## config.mk

```make
export PLATFORM = sky130hd
export DESIGN_NAME = asc_top
export DESIGN_NICKNAME = d
export VERILOG_FILES = /design/src/asc_pkg.sv /design/src/asc_top.sv
export SDC_FILE = /design/constraint.sdc
export NUM_CORES = 1
export LEC_CHECK = 0
export ABC_AREA = 1
export ABC_CLOCK_PERIOD_IN_PS = 4400
export BUFFER_PORTS_ARGS = -buffer_cell sky130_fd_sc_hd__buf_2
export CAP_MARGIN = 20
export CORE_MARGIN = 4
export CORE_UTILIZATION = 62
export CTS_BUF_LIST = sky130_fd_sc_hd__clkbuf_8 sky130_fd_sc_hd__clkbuf_16
export CTS_CLUSTER_DIAMETER = 80
export DETAILED_ROUTE_END_ITERATION = 12
export GPL_TIMING_DRIVEN = 0
export MAX_ROUTING_LAYER = met4
export PLACE_DENSITY = 0.85
export SLEW_MARGIN = 5
export SYNTH_ARGS = -nofsm -noshare
export SYNTH_HDL_FRONTEND = slang
export SYNTH_SLANG_ARGS = --single-unit
```

## constraint.sdc

```tcl
create_clock -name i_clock -period 4.4 [get_ports i_clock]
set_clock_uncertainty 0.1 [all_clocks]
set_input_delay 0.66 -clock i_clock [delete_from_list [all_inputs] [get_ports i_clock]]
set_output_delay 0.66 -clock i_clock [all_outputs]
set_load 0.1 [all_outputs]
```

## src/asc_pkg.sv

```systemverilog
// Shared constants of the converter sequencing controller
package asc_pkg;
   // Register byte offsets
   localparam logic [7:0] OFF_CTRL_A  = 8'h00;
   localparam logic [7:0] OFF_CTRL_B  = 8'h04;
   localparam logic [7:0] OFF_CTRL_D  = 8'h08;
   localparam logic [7:0] OFF_STATUS  = 8'h0c;
   localparam logic [7:0] OFF_MASK    = 8'h10;
   localparam logic [7:0] OFF_RESULT  = 8'h20; // Eight words, one per channel
   localparam logic [7:0] OFF_RES_END = 8'h3c;
   // conv_control_a fields
   localparam int A_CH_LO   = 0;  // channel_sel_bit2..0
   localparam int A_MD0     = 3;  // op_mode_bit0
   localparam int A_MD1     = 4;  // op_mode_bit1
   localparam int A_TRG     = 5;  // trigger_select
   localparam int A_START   = 6;  // conv_start_bit
   localparam int A_TSRC    = 7;  // 0 external pin, 1 hardware trigger
   // conv_control_b fields
   localparam int B_SCAN_LO = 0;  // sweep_range_bit1..0
   localparam int B_MD2     = 2;  // op_mode_bit2
   localparam int B_REFERENCE_DISCONNECT    = 3;  // reference_disconnect
   localparam int B_SH      = 4;  // Sample-and-hold enable
   localparam int B_DIV_LO  = 5;  // Converter clock divider select, 2 bits
   // conv_control_d fields
   localparam int D_DUS     = 0;  // transfer_engine_mode
   // Status and mask layout
   localparam int S_DONE    = 0;  // irq_request_flag
   localparam int S_ABORT   = 1;  // Results left undefined by a stop
   localparam int STAT_W    = 2;
   // Widths and reset values
   localparam int RES_W     = 10;
   localparam int NCH       = 8;
   localparam logic [7:0] CTRL_RST = 8'h00;
   // Operating modes, encoded as {op_mode_bit2, op_mode_bit1, op_mode_bit0}
   localparam logic [2:0] MODE_ONESHOT = 3'h0;
   localparam logic [2:0] MODE_REPEAT  = 3'h1;
   localparam logic [2:0] MODE_SSWEEP  = 3'h2;
   localparam logic [2:0] MODE_RSWEEP0 = 3'h3;
   localparam logic [2:0] MODE_RSWEEP1 = 3'h7;
   // Timing
   localparam int CLK_NS        = 20;
   localparam int REF_SETTLE_NS = 1000;
   localparam int REF_SETTLE_CYC = (REF_SETTLE_NS + CLK_NS - 1) / CLK_NS;
   localparam int CONV_TICKS    = 17; // Converter clock cycles per result
   localparam int DIV_BASE      = 4;  // Smallest division keeps it under 16 MHz
   typedef enum logic [1:0] {ST_IDLE, ST_ARMED, ST_CONV} asc_state_t;
endpackage

```

## src/asc_top.sv

```systemverilog
// Converter sequencing controller: registers, trigger, sweep and interrupt
//
// Overview of operation
// - One-shot and single sweep end raise flag.
// - Repeat modes with transfer mode flag each.
// - Stop leaves results undefined, flagged.
// - External trigger ignored in transfer mode.
// - Stopping single sweep may raise flag.
//
// Local design decisions: the strobed register port and the register addresses.
`timescale 1ns/1ps
module asc_top (
   input  wire logic        i_clock,
   input  wire logic        i_resetn,
   input  wire logic [7:0]  i_addr,
   input  wire logic [31:0] i_wdata,
   input  wire logic        i_wr,
   input  wire logic        i_rd,
   input  wire logic        i_ext_trigger_n,
   input  wire logic        i_hw_trigger,
   input  wire logic [9:0]  i_conv_result,
   output logic [31:0]      o_rdata,
   output logic             o_irq,
   output logic [2:0]       o_conv_channel,
   output logic             o_conv_sample,
   output logic             o_ref_disconnect,
   output logic             o_dma_req,
   output logic             o_busy
);
   logic [7:0]                     ctrl_a_q, ctrl_b_q;
   logic                           dus_q, start_q;
   logic [asc_pkg::STAT_W-1:0]     stat_q, mask_q;
   logic [asc_pkg::RES_W-1:0]      res_q [asc_pkg::NCH];
   asc_pkg::asc_state_t            state_q;
   logic [2:0]                     ch_q;
   logic [4:0]                     tick_cnt_q;
   logic [5:0]                     div_cnt_q;
   logic [6:0]                     settle_q;
   logic                           ext_s1_q, ext_s2_q, ext_s3_q, ext_lvl_q;
   logic                           tick, done, conv_go, trig_ev, ext_fall;
   logic                           abort, wr_a, wr_st, sweep, last_ch;
   logic [2:0]                     mode;
   logic [2:0]                     first_ch;

   // Highest channel of a sweep group
   function automatic logic [2:0] sweep_last(input logic [1:0] scan);
      sweep_last = {scan, 1'b1};
   endfunction

   // Converter clock divider terminal count for a select value
   function automatic logic [5:0] div_max(input logic [1:0] sel);
      div_max = 6'(asc_pkg::DIV_BASE << sel) - 6'h01;
   endfunction

   assign mode    = {ctrl_b_q[asc_pkg::B_MD2], ctrl_a_q[asc_pkg::A_MD1],
                     ctrl_a_q[asc_pkg::A_MD0]};
   assign sweep   = (mode != asc_pkg::MODE_ONESHOT) && (mode != asc_pkg::MODE_REPEAT);
   assign first_ch = sweep ? 3'h0 : ctrl_a_q[asc_pkg::A_CH_LO +: 3];
   assign last_ch = (ch_q == sweep_last(ctrl_b_q[asc_pkg::B_SCAN_LO +: 2]));
   assign wr_a    = i_wr && (i_addr == asc_pkg::OFF_CTRL_A);
   assign wr_st   = i_wr && (i_addr == asc_pkg::OFF_STATUS);
   // Software stop: start bit written to zero while the sequencer is active
   assign abort   = wr_a && !i_wdata[asc_pkg::A_START] && (state_q != asc_pkg::ST_IDLE);
   assign tick    = (div_cnt_q == div_max(ctrl_b_q[asc_pkg::B_DIV_LO +: 2]));
   assign done    = (state_q == asc_pkg::ST_CONV) && tick && !abort
                    && (tick_cnt_q == 5'(asc_pkg::CONV_TICKS - 1));
   // Falling edge of the filtered pin; the pin is unusable in transfer mode
   assign ext_fall = ext_lvl_q && (ext_s2_q == ext_s3_q) && !ext_s3_q;
   assign trig_ev = ctrl_a_q[asc_pkg::A_TSRC] ? i_hw_trigger
                                              : (ext_fall && !dus_q);
   // Start needs the reference settled after a disconnect
   assign conv_go = !abort && (settle_q == 7'h00) && start_q &&
                    (((state_q == asc_pkg::ST_IDLE) && !ctrl_a_q[asc_pkg::A_TRG]) ||
                     ((state_q == asc_pkg::ST_ARMED) && trig_ev));

   // External trigger pin synchroniser and agreement filter
   always_ff @(posedge i_clock or negedge i_resetn) begin
      if (!i_resetn) begin
         ext_s1_q  <= 1'b1;
         ext_s2_q  <= 1'b1;
         ext_s3_q  <= 1'b1;
         ext_lvl_q <= 1'b1;
      end else begin
         ext_s1_q <= i_ext_trigger_n;
         ext_s2_q <= ext_s1_q;
         ext_s3_q <= ext_s2_q;
         if (ext_s2_q == ext_s3_q) begin
            ext_lvl_q <= ext_s3_q;
         end
      end
   end

   // Configuration registers; software keeps them still while running
   always_ff @(posedge i_clock or negedge i_resetn) begin
      if (!i_resetn) begin
         ctrl_a_q <= asc_pkg::CTRL_RST;
         ctrl_b_q <= asc_pkg::CTRL_RST;
         dus_q    <= 1'b0;
         mask_q   <= '0;
      end else if (i_wr) begin
         unique case (i_addr)
            asc_pkg::OFF_CTRL_A: ctrl_a_q <= i_wdata[7:0];
            asc_pkg::OFF_CTRL_B: ctrl_b_q <= i_wdata[7:0];
            asc_pkg::OFF_CTRL_D: dus_q    <= i_wdata[asc_pkg::D_DUS];
            asc_pkg::OFF_MASK:   mask_q   <= i_wdata[asc_pkg::STAT_W-1:0];
            default: ;
         endcase
      end
   end

   // Start bit: set or cleared by software, cleared when a sequence ends
   always_ff @(posedge i_clock or negedge i_resetn) begin
      if (!i_resetn) begin
         start_q <= 1'b0;
      end else if (wr_a) begin
         start_q <= i_wdata[asc_pkg::A_START];
      end else if (done && (mode == asc_pkg::MODE_ONESHOT ||
                            (mode == asc_pkg::MODE_SSWEEP && last_ch))) begin
         start_q <= 1'b0;
      end
   end

   // Reference settle counter, reloaded on a connected to disconnected change
   always_ff @(posedge i_clock or negedge i_resetn) begin
      if (!i_resetn) begin
         settle_q <= 7'h00;
      end else if (i_wr && (i_addr == asc_pkg::OFF_CTRL_B) &&
                   i_wdata[asc_pkg::B_REFERENCE_DISCONNECT] && !ctrl_b_q[asc_pkg::B_REFERENCE_DISCONNECT]) begin
         settle_q <= 7'(asc_pkg::REF_SETTLE_CYC);
      end else if (settle_q != 7'h00) begin
         settle_q <= settle_q - 7'h01;
      end
   end

   // Converter clock divider, free running
   always_ff @(posedge i_clock or negedge i_resetn) begin
      if (!i_resetn) begin
         div_cnt_q <= 6'h00;
      end else if (tick) begin
         div_cnt_q <= 6'h00;
      end else begin
         div_cnt_q <= div_cnt_q + 6'h01;
      end
   end

   // Sequencer: idle, waiting for a trigger, converting
   always_ff @(posedge i_clock or negedge i_resetn) begin
      if (!i_resetn) begin
         state_q    <= asc_pkg::ST_IDLE;
         ch_q       <= 3'h0;
         tick_cnt_q <= 5'h00;
      end else if (abort || (wr_a && !i_wdata[asc_pkg::A_START])) begin
         state_q <= asc_pkg::ST_IDLE;
      end else if (conv_go) begin
         state_q    <= asc_pkg::ST_CONV;
         ch_q       <= first_ch;
         tick_cnt_q <= 5'h00;
      end else begin
         unique case (state_q)
            asc_pkg::ST_IDLE: begin
               if (start_q && ctrl_a_q[asc_pkg::A_TRG]) begin
                  state_q <= asc_pkg::ST_ARMED;
               end
            end
            asc_pkg::ST_ARMED: ;
            asc_pkg::ST_CONV: begin
               if (tick) begin
                  tick_cnt_q <= done ? 5'h00 : tick_cnt_q + 5'h01;
               end
               if (done) begin
                  if (mode == asc_pkg::MODE_ONESHOT ||
                      (mode == asc_pkg::MODE_SSWEEP && last_ch)) begin
                     state_q <= asc_pkg::ST_IDLE;
                  end else if (sweep) begin
                     ch_q <= last_ch ? 3'h0 : ch_q + 3'h1;
                  end
               end
            end
         endcase
      end
   end

   // Result store into the register of the converted channel
   always_ff @(posedge i_clock or negedge i_resetn) begin
      if (!i_resetn) begin
         for (int i = 0; i < asc_pkg::NCH; i++) begin
            res_q[i] <= '0;
         end
      end else if (done) begin
         res_q[ch_q] <= i_conv_result;
      end
   end

   // Sticky status; hardware set wins over a write-one clear
   always_ff @(posedge i_clock or negedge i_resetn) begin
      if (!i_resetn) begin
         stat_q <= '0;
      end else begin
         stat_q[asc_pkg::S_DONE] <= (stat_q[asc_pkg::S_DONE] &&
            !(wr_st && i_wdata[asc_pkg::S_DONE])) ||
            (done && (mode == asc_pkg::MODE_ONESHOT ||
             (mode == asc_pkg::MODE_SSWEEP && last_ch) || dus_q)) ||
            (abort && mode == asc_pkg::MODE_SSWEEP);
         stat_q[asc_pkg::S_ABORT] <= (stat_q[asc_pkg::S_ABORT] &&
            !(wr_st && i_wdata[asc_pkg::S_ABORT])) || abort;
      end
   end

   // Outputs toward the analog macro, transfer engine and interrupt line
   always_ff @(posedge i_clock or negedge i_resetn) begin
      if (!i_resetn) begin
         o_irq            <= 1'b0;
         o_conv_channel   <= 3'h0;
         o_conv_sample    <= 1'b0;
         o_ref_disconnect <= 1'b0;
         o_dma_req        <= 1'b0;
         o_busy           <= 1'b0;
      end else begin
         o_irq            <= |(stat_q & mask_q);
         o_conv_channel   <= conv_go ? first_ch : ch_q;
         o_conv_sample    <= conv_go || (done && state_q == asc_pkg::ST_CONV &&
                             !(mode == asc_pkg::MODE_ONESHOT ||
                               (mode == asc_pkg::MODE_SSWEEP && last_ch)));
         o_ref_disconnect <= ctrl_b_q[asc_pkg::B_REFERENCE_DISCONNECT];
         o_dma_req        <= done && dus_q;
         o_busy           <= (state_q == asc_pkg::ST_CONV) || conv_go;
      end
   end

   // Read port: data stands in the cycle after the strobe only
   always_ff @(posedge i_clock or negedge i_resetn) begin
      if (!i_resetn) begin
         o_rdata <= 32'h0;
      end else if (!i_rd) begin
         o_rdata <= 32'h0;
      end else if (i_addr >= asc_pkg::OFF_RESULT && i_addr <= asc_pkg::OFF_RES_END
                   && i_addr[1:0] == 2'h0) begin
         o_rdata <= 32'(res_q[i_addr[4:2]]);
      end else begin
         unique case (i_addr)
            asc_pkg::OFF_CTRL_A: o_rdata <= 32'({ctrl_a_q[7], start_q, ctrl_a_q[5:0]});
            asc_pkg::OFF_CTRL_B: o_rdata <= 32'(ctrl_b_q);
            asc_pkg::OFF_CTRL_D: o_rdata <= 32'(dus_q);
            asc_pkg::OFF_STATUS: o_rdata <= 32'(stat_q);
            asc_pkg::OFF_MASK:   o_rdata <= 32'(mask_q);
            default:             o_rdata <= 32'h0;
         endcase
      end
   end
endmodule // asc_top

```

==> results.cfg, run 1 <==
[power_and_ir_drop]
leakagePower_nw = 4.077
power_density_nw_per_um2 = 421.7
max-vdd-ir-drop_mv = 0.3038

[sta]
post-route-min-period_ns = 2.230
drv_slew = 0
post-route-period-util_pct = 50.69
setup_violations = 0
rsz0062_at_grt = false
fmaxAchievable_ghz = 0.4484
relSlewSlack_pct = 61.14
setup_tns_ns = 0
hold_viol_final = 0
worst_pin_slew_ns = 0.5829

[die]
die-width_um = 114.4
die_h_um = 114.4
boundaryPins = 96
rows = 38
die_area_um2 = 13080
coreArea_um2 = 10940
start_util_pct = 64.14

[placed_design]
dpl.hpwl_mm = 12.13
port_buffers = 47
placed_cells = 991
place_congestion = 0.9514

[critical_path]
path_cells = buf_2, nor2_2, clkinv_1, clkbuf_1, o22ai_1, o21ai_0, a21oi_1, nor2_1
cp_slowest_cell = clkbuf_1
slowest_delay_ns = 0.36
critPathMaxFanout = 10
path_class = input pin to flip-flop
worst_setup_path_end_kind = flip-flop
cp.arrival_ns = 2.44
cp-start-kind = input pin
required_ns = 4.61

[route]
dr_total_vias = 6060
final_antenna_net_count = 0
viasPerCell = 5.924
routedWlPerCell_um = 17.37
drc = 0
firstDrtPassIters = 6
drtIter0Drc = 803
routed_wirelength_mm = 17.77

[grt]
antenna_found_initial = 0
grt-ovfl-total = 0
track_usage_pct = 29.65
grt_start_max_net_pins = 94
grt_pass1_wl_mm = 29.11
first_global_vias = 5898

[cells_and_area]
area_growth_pct = 15.64
finalNetCount = 932
fin_cells = 1023
fin_util_pct = 74.18
drive_gt1_share_pct = 18.80
diodes = 0

[synthesis]
synthTopCellsByArea = dfrtp_1 51%, nand2_1 9.3%, o21ai_1 5.0%, o21ai_0 3.7%, inv_1 3.6%
synth_top_cells_by_count = 173 x nand2_1, 142 x dfrtp_1, 70 x o21ai_1
synthArstFlopShare_pct = 100.0
synth.most_common_cell = nand2_1
synth_top_area_share_pct = 50.66
synth_largest_area_cell = dfrtp_1
synth-seq-cells = 146
seq_area_frac_synth_pct = 52.16
synthDistinctLibCells = 46
synth-main-ff-cell = dfrtp_1
yosys_warnings = 0
syn_area_per_cell_um2 = 8.970
synth_edf_count = 0
synth_area_um2 = 7014
synthCells = 782

[clock_tree]
ctsResizeCount = 0
holdBufCountCts = 0
cts_tree = yes
cts_sinks = 146
cts_root_buf = clkbuf_16
clock_latency_ns = 0.43
cts_max_level = 4
path_clk_slew_ns = 0.06
cts_buffer_depth = 2
cts_inserted_buffers = 17
postCtsSetupRepairBufs = 0

[status]
outcome = finished clean

[job]
drv_cap = 0

[hold_path]
hold_path_class = input pin to async pin
==> sequential cells by signal (all words and copies together), names as in the netlist <==
name / count
ch_q: 3
res_q: 80
ctrl_a_q: 7
o_rdata: 10
start_q: 1
mask_q: 2
stat_q: 2
settle_q: 7
o_ref_disconnect: 1
div_cnt_q: 6
o_busy: 1
tick_cnt_q: 5
ctrl_b_q: 8
ext_s3_q: 1
o_irq: 1
o_conv_channel: 3
ext_s1_q: 1
ext_s2_q: 1
dus_q: 1
ext_lvl_q: 1
o_dma_req: 1
o_conv_sample: 1
state_q: 2
==> cell families (layout without fill, tap and decap cells) <==
| group | count (synthesis) | after routing | share of synthesized area, % |
|---|---|---|---|
| buf+inv | 121 | 201 | 9.400 |
| other cells | 1 | 22 | 0.05346 |
| simple gates | 302 | 302 | 20.17 |
| xor+xnor | 5 | 5 | 0.6243 |
| compound gates | 201 | 201 | 16.52 |
| fa+ha+maj | 6 | 6 | 1.070 |
| flops | 146 | 146 | 52.16 |
==> layout by cell type, fill, tap and decap left out, types with 12 or more instances in the layout <==
master / instances
dfrtp_1: 142
nand2_1: 173
o21ai_2: 14
nor2_1: 49
nand3_1: 26
conb_1: 22
o22ai_1: 35
clkbuf_16: 17
a21oi_1: 12
o21ai_1: 70
buf_2: 48
nand4_1: 13
inv_1: 74
o21ai_0: 52
buf_6: 17
buf_4: 22
==> area by class of cell <==
| cell class | instances | area [um^2] |
|---|---|---|
| sequential | 146 | 3659 |
| inverter | 70 | 262.8 |
| buffer | 51 | 396.6 |
| multi-input combinational | 536 | 2775 |
| clock inverter | 9 | 66.31 |
| tap | 140 | 175.2 |
| clock buffer | 23 | 508.0 |
| timing repair buffer | 48 | 269.0 |
| fill | 767 | 2824 |
==> critical path: cells and delay by family <==
kind | cells | cell delay [ns]
AND/OR/NAND/NOR | 2 | 0.27
buffers and inverters | 3 | 0.82
AO/OA/AOI/OAI | 3 | 0.68
==> through the flow <==
| step | cell area [um^2] | setup slack, ns | hold WS [ns] | power, W |
|---|---|---|---|---|
| 6_report | 8112 | 2.170 | 0.08636 | 0.003420 |
| 5_1_grt | 8112 | 2.108 | 0.1194 | 0.003560 |
| 4_1_cts | 8112 | 2.256 | 0.1057 | 0.003413 |
| 3_5_place_dp | 7537 | 1.848 | 0.2606 | 0.002029 |
| 3_3_place_gp | 7503 | 0.6694 | 0.2458 | 0.001989 |
| 2_1_floorplan | 7093 | 2.357 | 0.2452 | 0.001888 |
==> layer usage <==
metal  up-vias  routed length [um]  track usage [%]
met5         -                   0                -
li1       2749                   -                -
met3        53                1688            6.395
met4         0                 505            12.43
met2       331                8279            44.46
met1      2927                7298            39.55
==> path summary, 6_finish.rpt <==
check	slack, ns	start	end	cells past startpoint
max in group asynchronous	3.31	i_resetn	ctrl_a_q[0]	2
hold / removal	0.09	i_resetn	res_q[39]	1
min in group i_clock	0.23	i_ext_trigger_n	ext_s1_q	1
setup reg to reg	2.24	settle_q[0]	tick_cnt_q[2]	11
hold reg to reg	0.27	ext_s1_q	ext_s2_q	0
setup / recovery	2.17	i_addr[3]	o_rdata[1]	8
==> report_power, final <==
part / switching (W) / internal [W]
sequential: 0.0000779 / 0.00144
clock: 0.000538 / 0.000855
combinational: 0.000370 / 0.000144
(Power assumes the default switching activity.)
==> run 2: changes to the inputs <==
- ABC_CLOCK_PERIOD_IN_PS: 4400 -> 2000
- CORE_UTILIZATION: 62 -> 52
- PLACE_DENSITY: 0.85 -> 0.76
- clock period: 4.4 -> 2 ns (I/O delays scaled with it)
==> run 2 against run 1 <==
- setup slack lost 2.1 ns
- flip-flop and latch count unchanged
- first-iteration DRC count down 43%
- non-clock buffer count grew 16
- global-route usage is 6.3 points lower
- final cell count rose by 5.1%
- wire length fell by 3.8%
- sequential power increased by 120%
- utilization down 11 points
- power increased by 110%
- die area increased by 18%
- critical endpoint is now res_q[75]
- largest power group unchanged
- highest routed layer unchanged
==> results.cfg, run 2 (synthesis results as in run 1) <==
[die]
die_area_um2 = 15410
start_util_pct = 52.97
boundaryPins = 96
die-width_um = 124.1
die_h_um = 124.1
rows = 42
coreArea_um2 = 13240

[sta]
whs_ns = 0.05866
relSlewSlack_pct = 54.00
fmaxAchievable_ghz = 0.5094
post-route-min-period_ns = 1.963
setup_tns_ns = 0
worst_pin_slew_ns = 0.6900
rsz0062_at_grt = true
hold_viol_final = 0
setup_violations = 0
post-route-period-util_pct = 98.16
drv_slew = 0

[clock_tree]
path_clk_slew_ns = 0.06
cts_sinks = 146
clock_latency_ns = 0.42
cts_buffer_depth = 2
cts_max_level = 4
cts_inserted_buffers = 17
cts_root_buf = clkbuf_16
cts_tree = yes

[power_and_ir_drop]
leakagePower_nw = 4.192
power_density_nw_per_um2 = 874.0
max-vdd-ir-drop_mv = 0.5891

[hold_path]
hold_path_class = input pin to flip-flop

[cells_and_area]
largest_reg_flops = 80
layout_commonest_cell = nand2_1
finalNetCount = 948
drive_gt1_share_pct = 22.25
diodes = 0
top_register = res_q
mostFrequentLayoutCells = 164 x nand2_1, 138 x dfrtp_1, 72 x inv_1
top_regs = res_q: 80 flops, o_rdata: 10 flops, ctrl_b_q: 8 flops
nFillCells = 1116
stdcell_area_um2 = 8388
area_growth_pct = 19.59

[grt]
first_global_vias = 5391
antenna_found_initial = 0
grt_pass1_wl_mm = 26.92
track_usage_pct = 23.32
grt-ovfl-total = 0
grt_start_max_net_pins = 77

[route]
dr_total_vias = 5822
routedWlPerCell_um = 15.91
firstDrtPassIters = 7
routed_wirelength_mm = 17.10
drtIter0Drc = 456
final_antenna_net_count = 0
drc = 0
viasPerCell = 5.416

[critical_path]
slowest_delay_ns = 0.46
cp.arrival_ns = 2.16
critPathMaxFanout = 6
cp_slowest_cell = dfrtp_2
critPathBufInv = 2
cp-start-kind = flip-flop
path_cells = inv_2, o21ai_0, nor2_1, nand2_4, nor2_8, nand2_8, nor2_8, nand2_4, clkbuf_16, nand2_2, o21ai_1
critPathTopFamily = simple AND/OR/NAND/NOR gates
worst_setup_path_end_kind = flip-flop
required_ns = 2.20
path_class = flip-flop to flip-flop

[placed_design]
port_buffers = 47
place_congestion = 0.8884
dpl.hpwl_mm = 11.51
dpl_cell_area_um2 = 7582

[status]
outcome = finished clean

[job]
drv_cap = 0
[run 2: cell types whose count changed in the layout (fill, tap and decap cells not counted), moves of 3 or more]
cell	previous run	this run
clkinv_2	1	4
nand2_4	3	7
nand2_1	173	164
buf_4	22	34
dfrtp_1	142	138
clkbuf_8	6	2
inv_2	1	4
nand2_2	10	15
dfrtp_2	0	4
[run 2: report_power, final]
part / leakage [nW] / internal (W) / switching [W]
Clock: 0.295 / 0.00173 / 0.00116
Sequential: 1.98 / 0.00316 / 0.000172
Combinational: 1.92 / 0.000330 / 0.000779
[run 2: final cells by class]
class / instances / area (um^2) / area share, %
tap: 176 / 220.2 / 2.625
clock inverter: 13 / 85.08 / 1.014
clock buffer: 19 / 452.9 / 5.400
multi-input combinational: 536 / 2870 / 34.22
timing repair buffer: 64 / 429.2 / 5.116
sequential: 146 / 3664 / 43.68
buffer: 51 / 404.1 / 4.818
inverter: 70 / 262.8 / 3.132
[run 2: routing by layer]
layer	track usage, %	vias up	wire [um]
met5	-	-	0
met4	6.776	0	238
met3	4.587	25	1246
met2	34.43	234	7918
met1	33.06	2781	7697
li1	-	2782	-
[run 2: what timing repair did]
action                     CTS  global route
gates cloned                 0             2
hold buffers                 2             0
hold endpoints to repair    72             0
setup endpoints to repair    8            92
setup buffers                1            11
gates resized for setup      5            28
pin swaps                    3             9
[run 2: worst reg2reg max path: stages (launching register included)]
cell and delay (ns):
dfrtp_2 0.46, inv_2 0.10, o21ai_0 0.07, nor2_1 0.17, nand2_4 0.12, nor2_8 0.15
nand2_8 0.10, nor2_8 0.16, nand2_4 0.10, clkbuf_16 0.19, nand2_2 0.06, o21ai_1 0.07
[run 2: per-stage QoR]
stage	total power, W	cells	util (%)	setup slack [ns]
final	0.007331	1075	63.34	0.03679
after global routing	0.007657	1075	63.34	-0.05911
after CTS	0.007306	1062	61.63	0.005439
after detailed placement	0.004433	1027	57.26	-0.2266
after global placement	0.004395	1026	57.00	-1.513
after floorplan	0.004153	803	-	0.1960
[run 2: path summary, 6_finish.rpt]
check,from,endpoint,slack [ns],cells past startpoint
worst min register to register,ext_s1_q,ext_s2_q,0.26,0
worst min-delay path,i_wdata[5],ctrl_a_q[5],0.06,3
min in group asynchronous,i_resetn,o_rdata[8],0.38,2
max in group asynchronous,i_resetn,res_q[29],0.64,3
worst max-delay path,ctrl_b_q[6],res_q[75],0.04,11
worst max register to register,ctrl_b_q[6],res_q[75],0.04,11
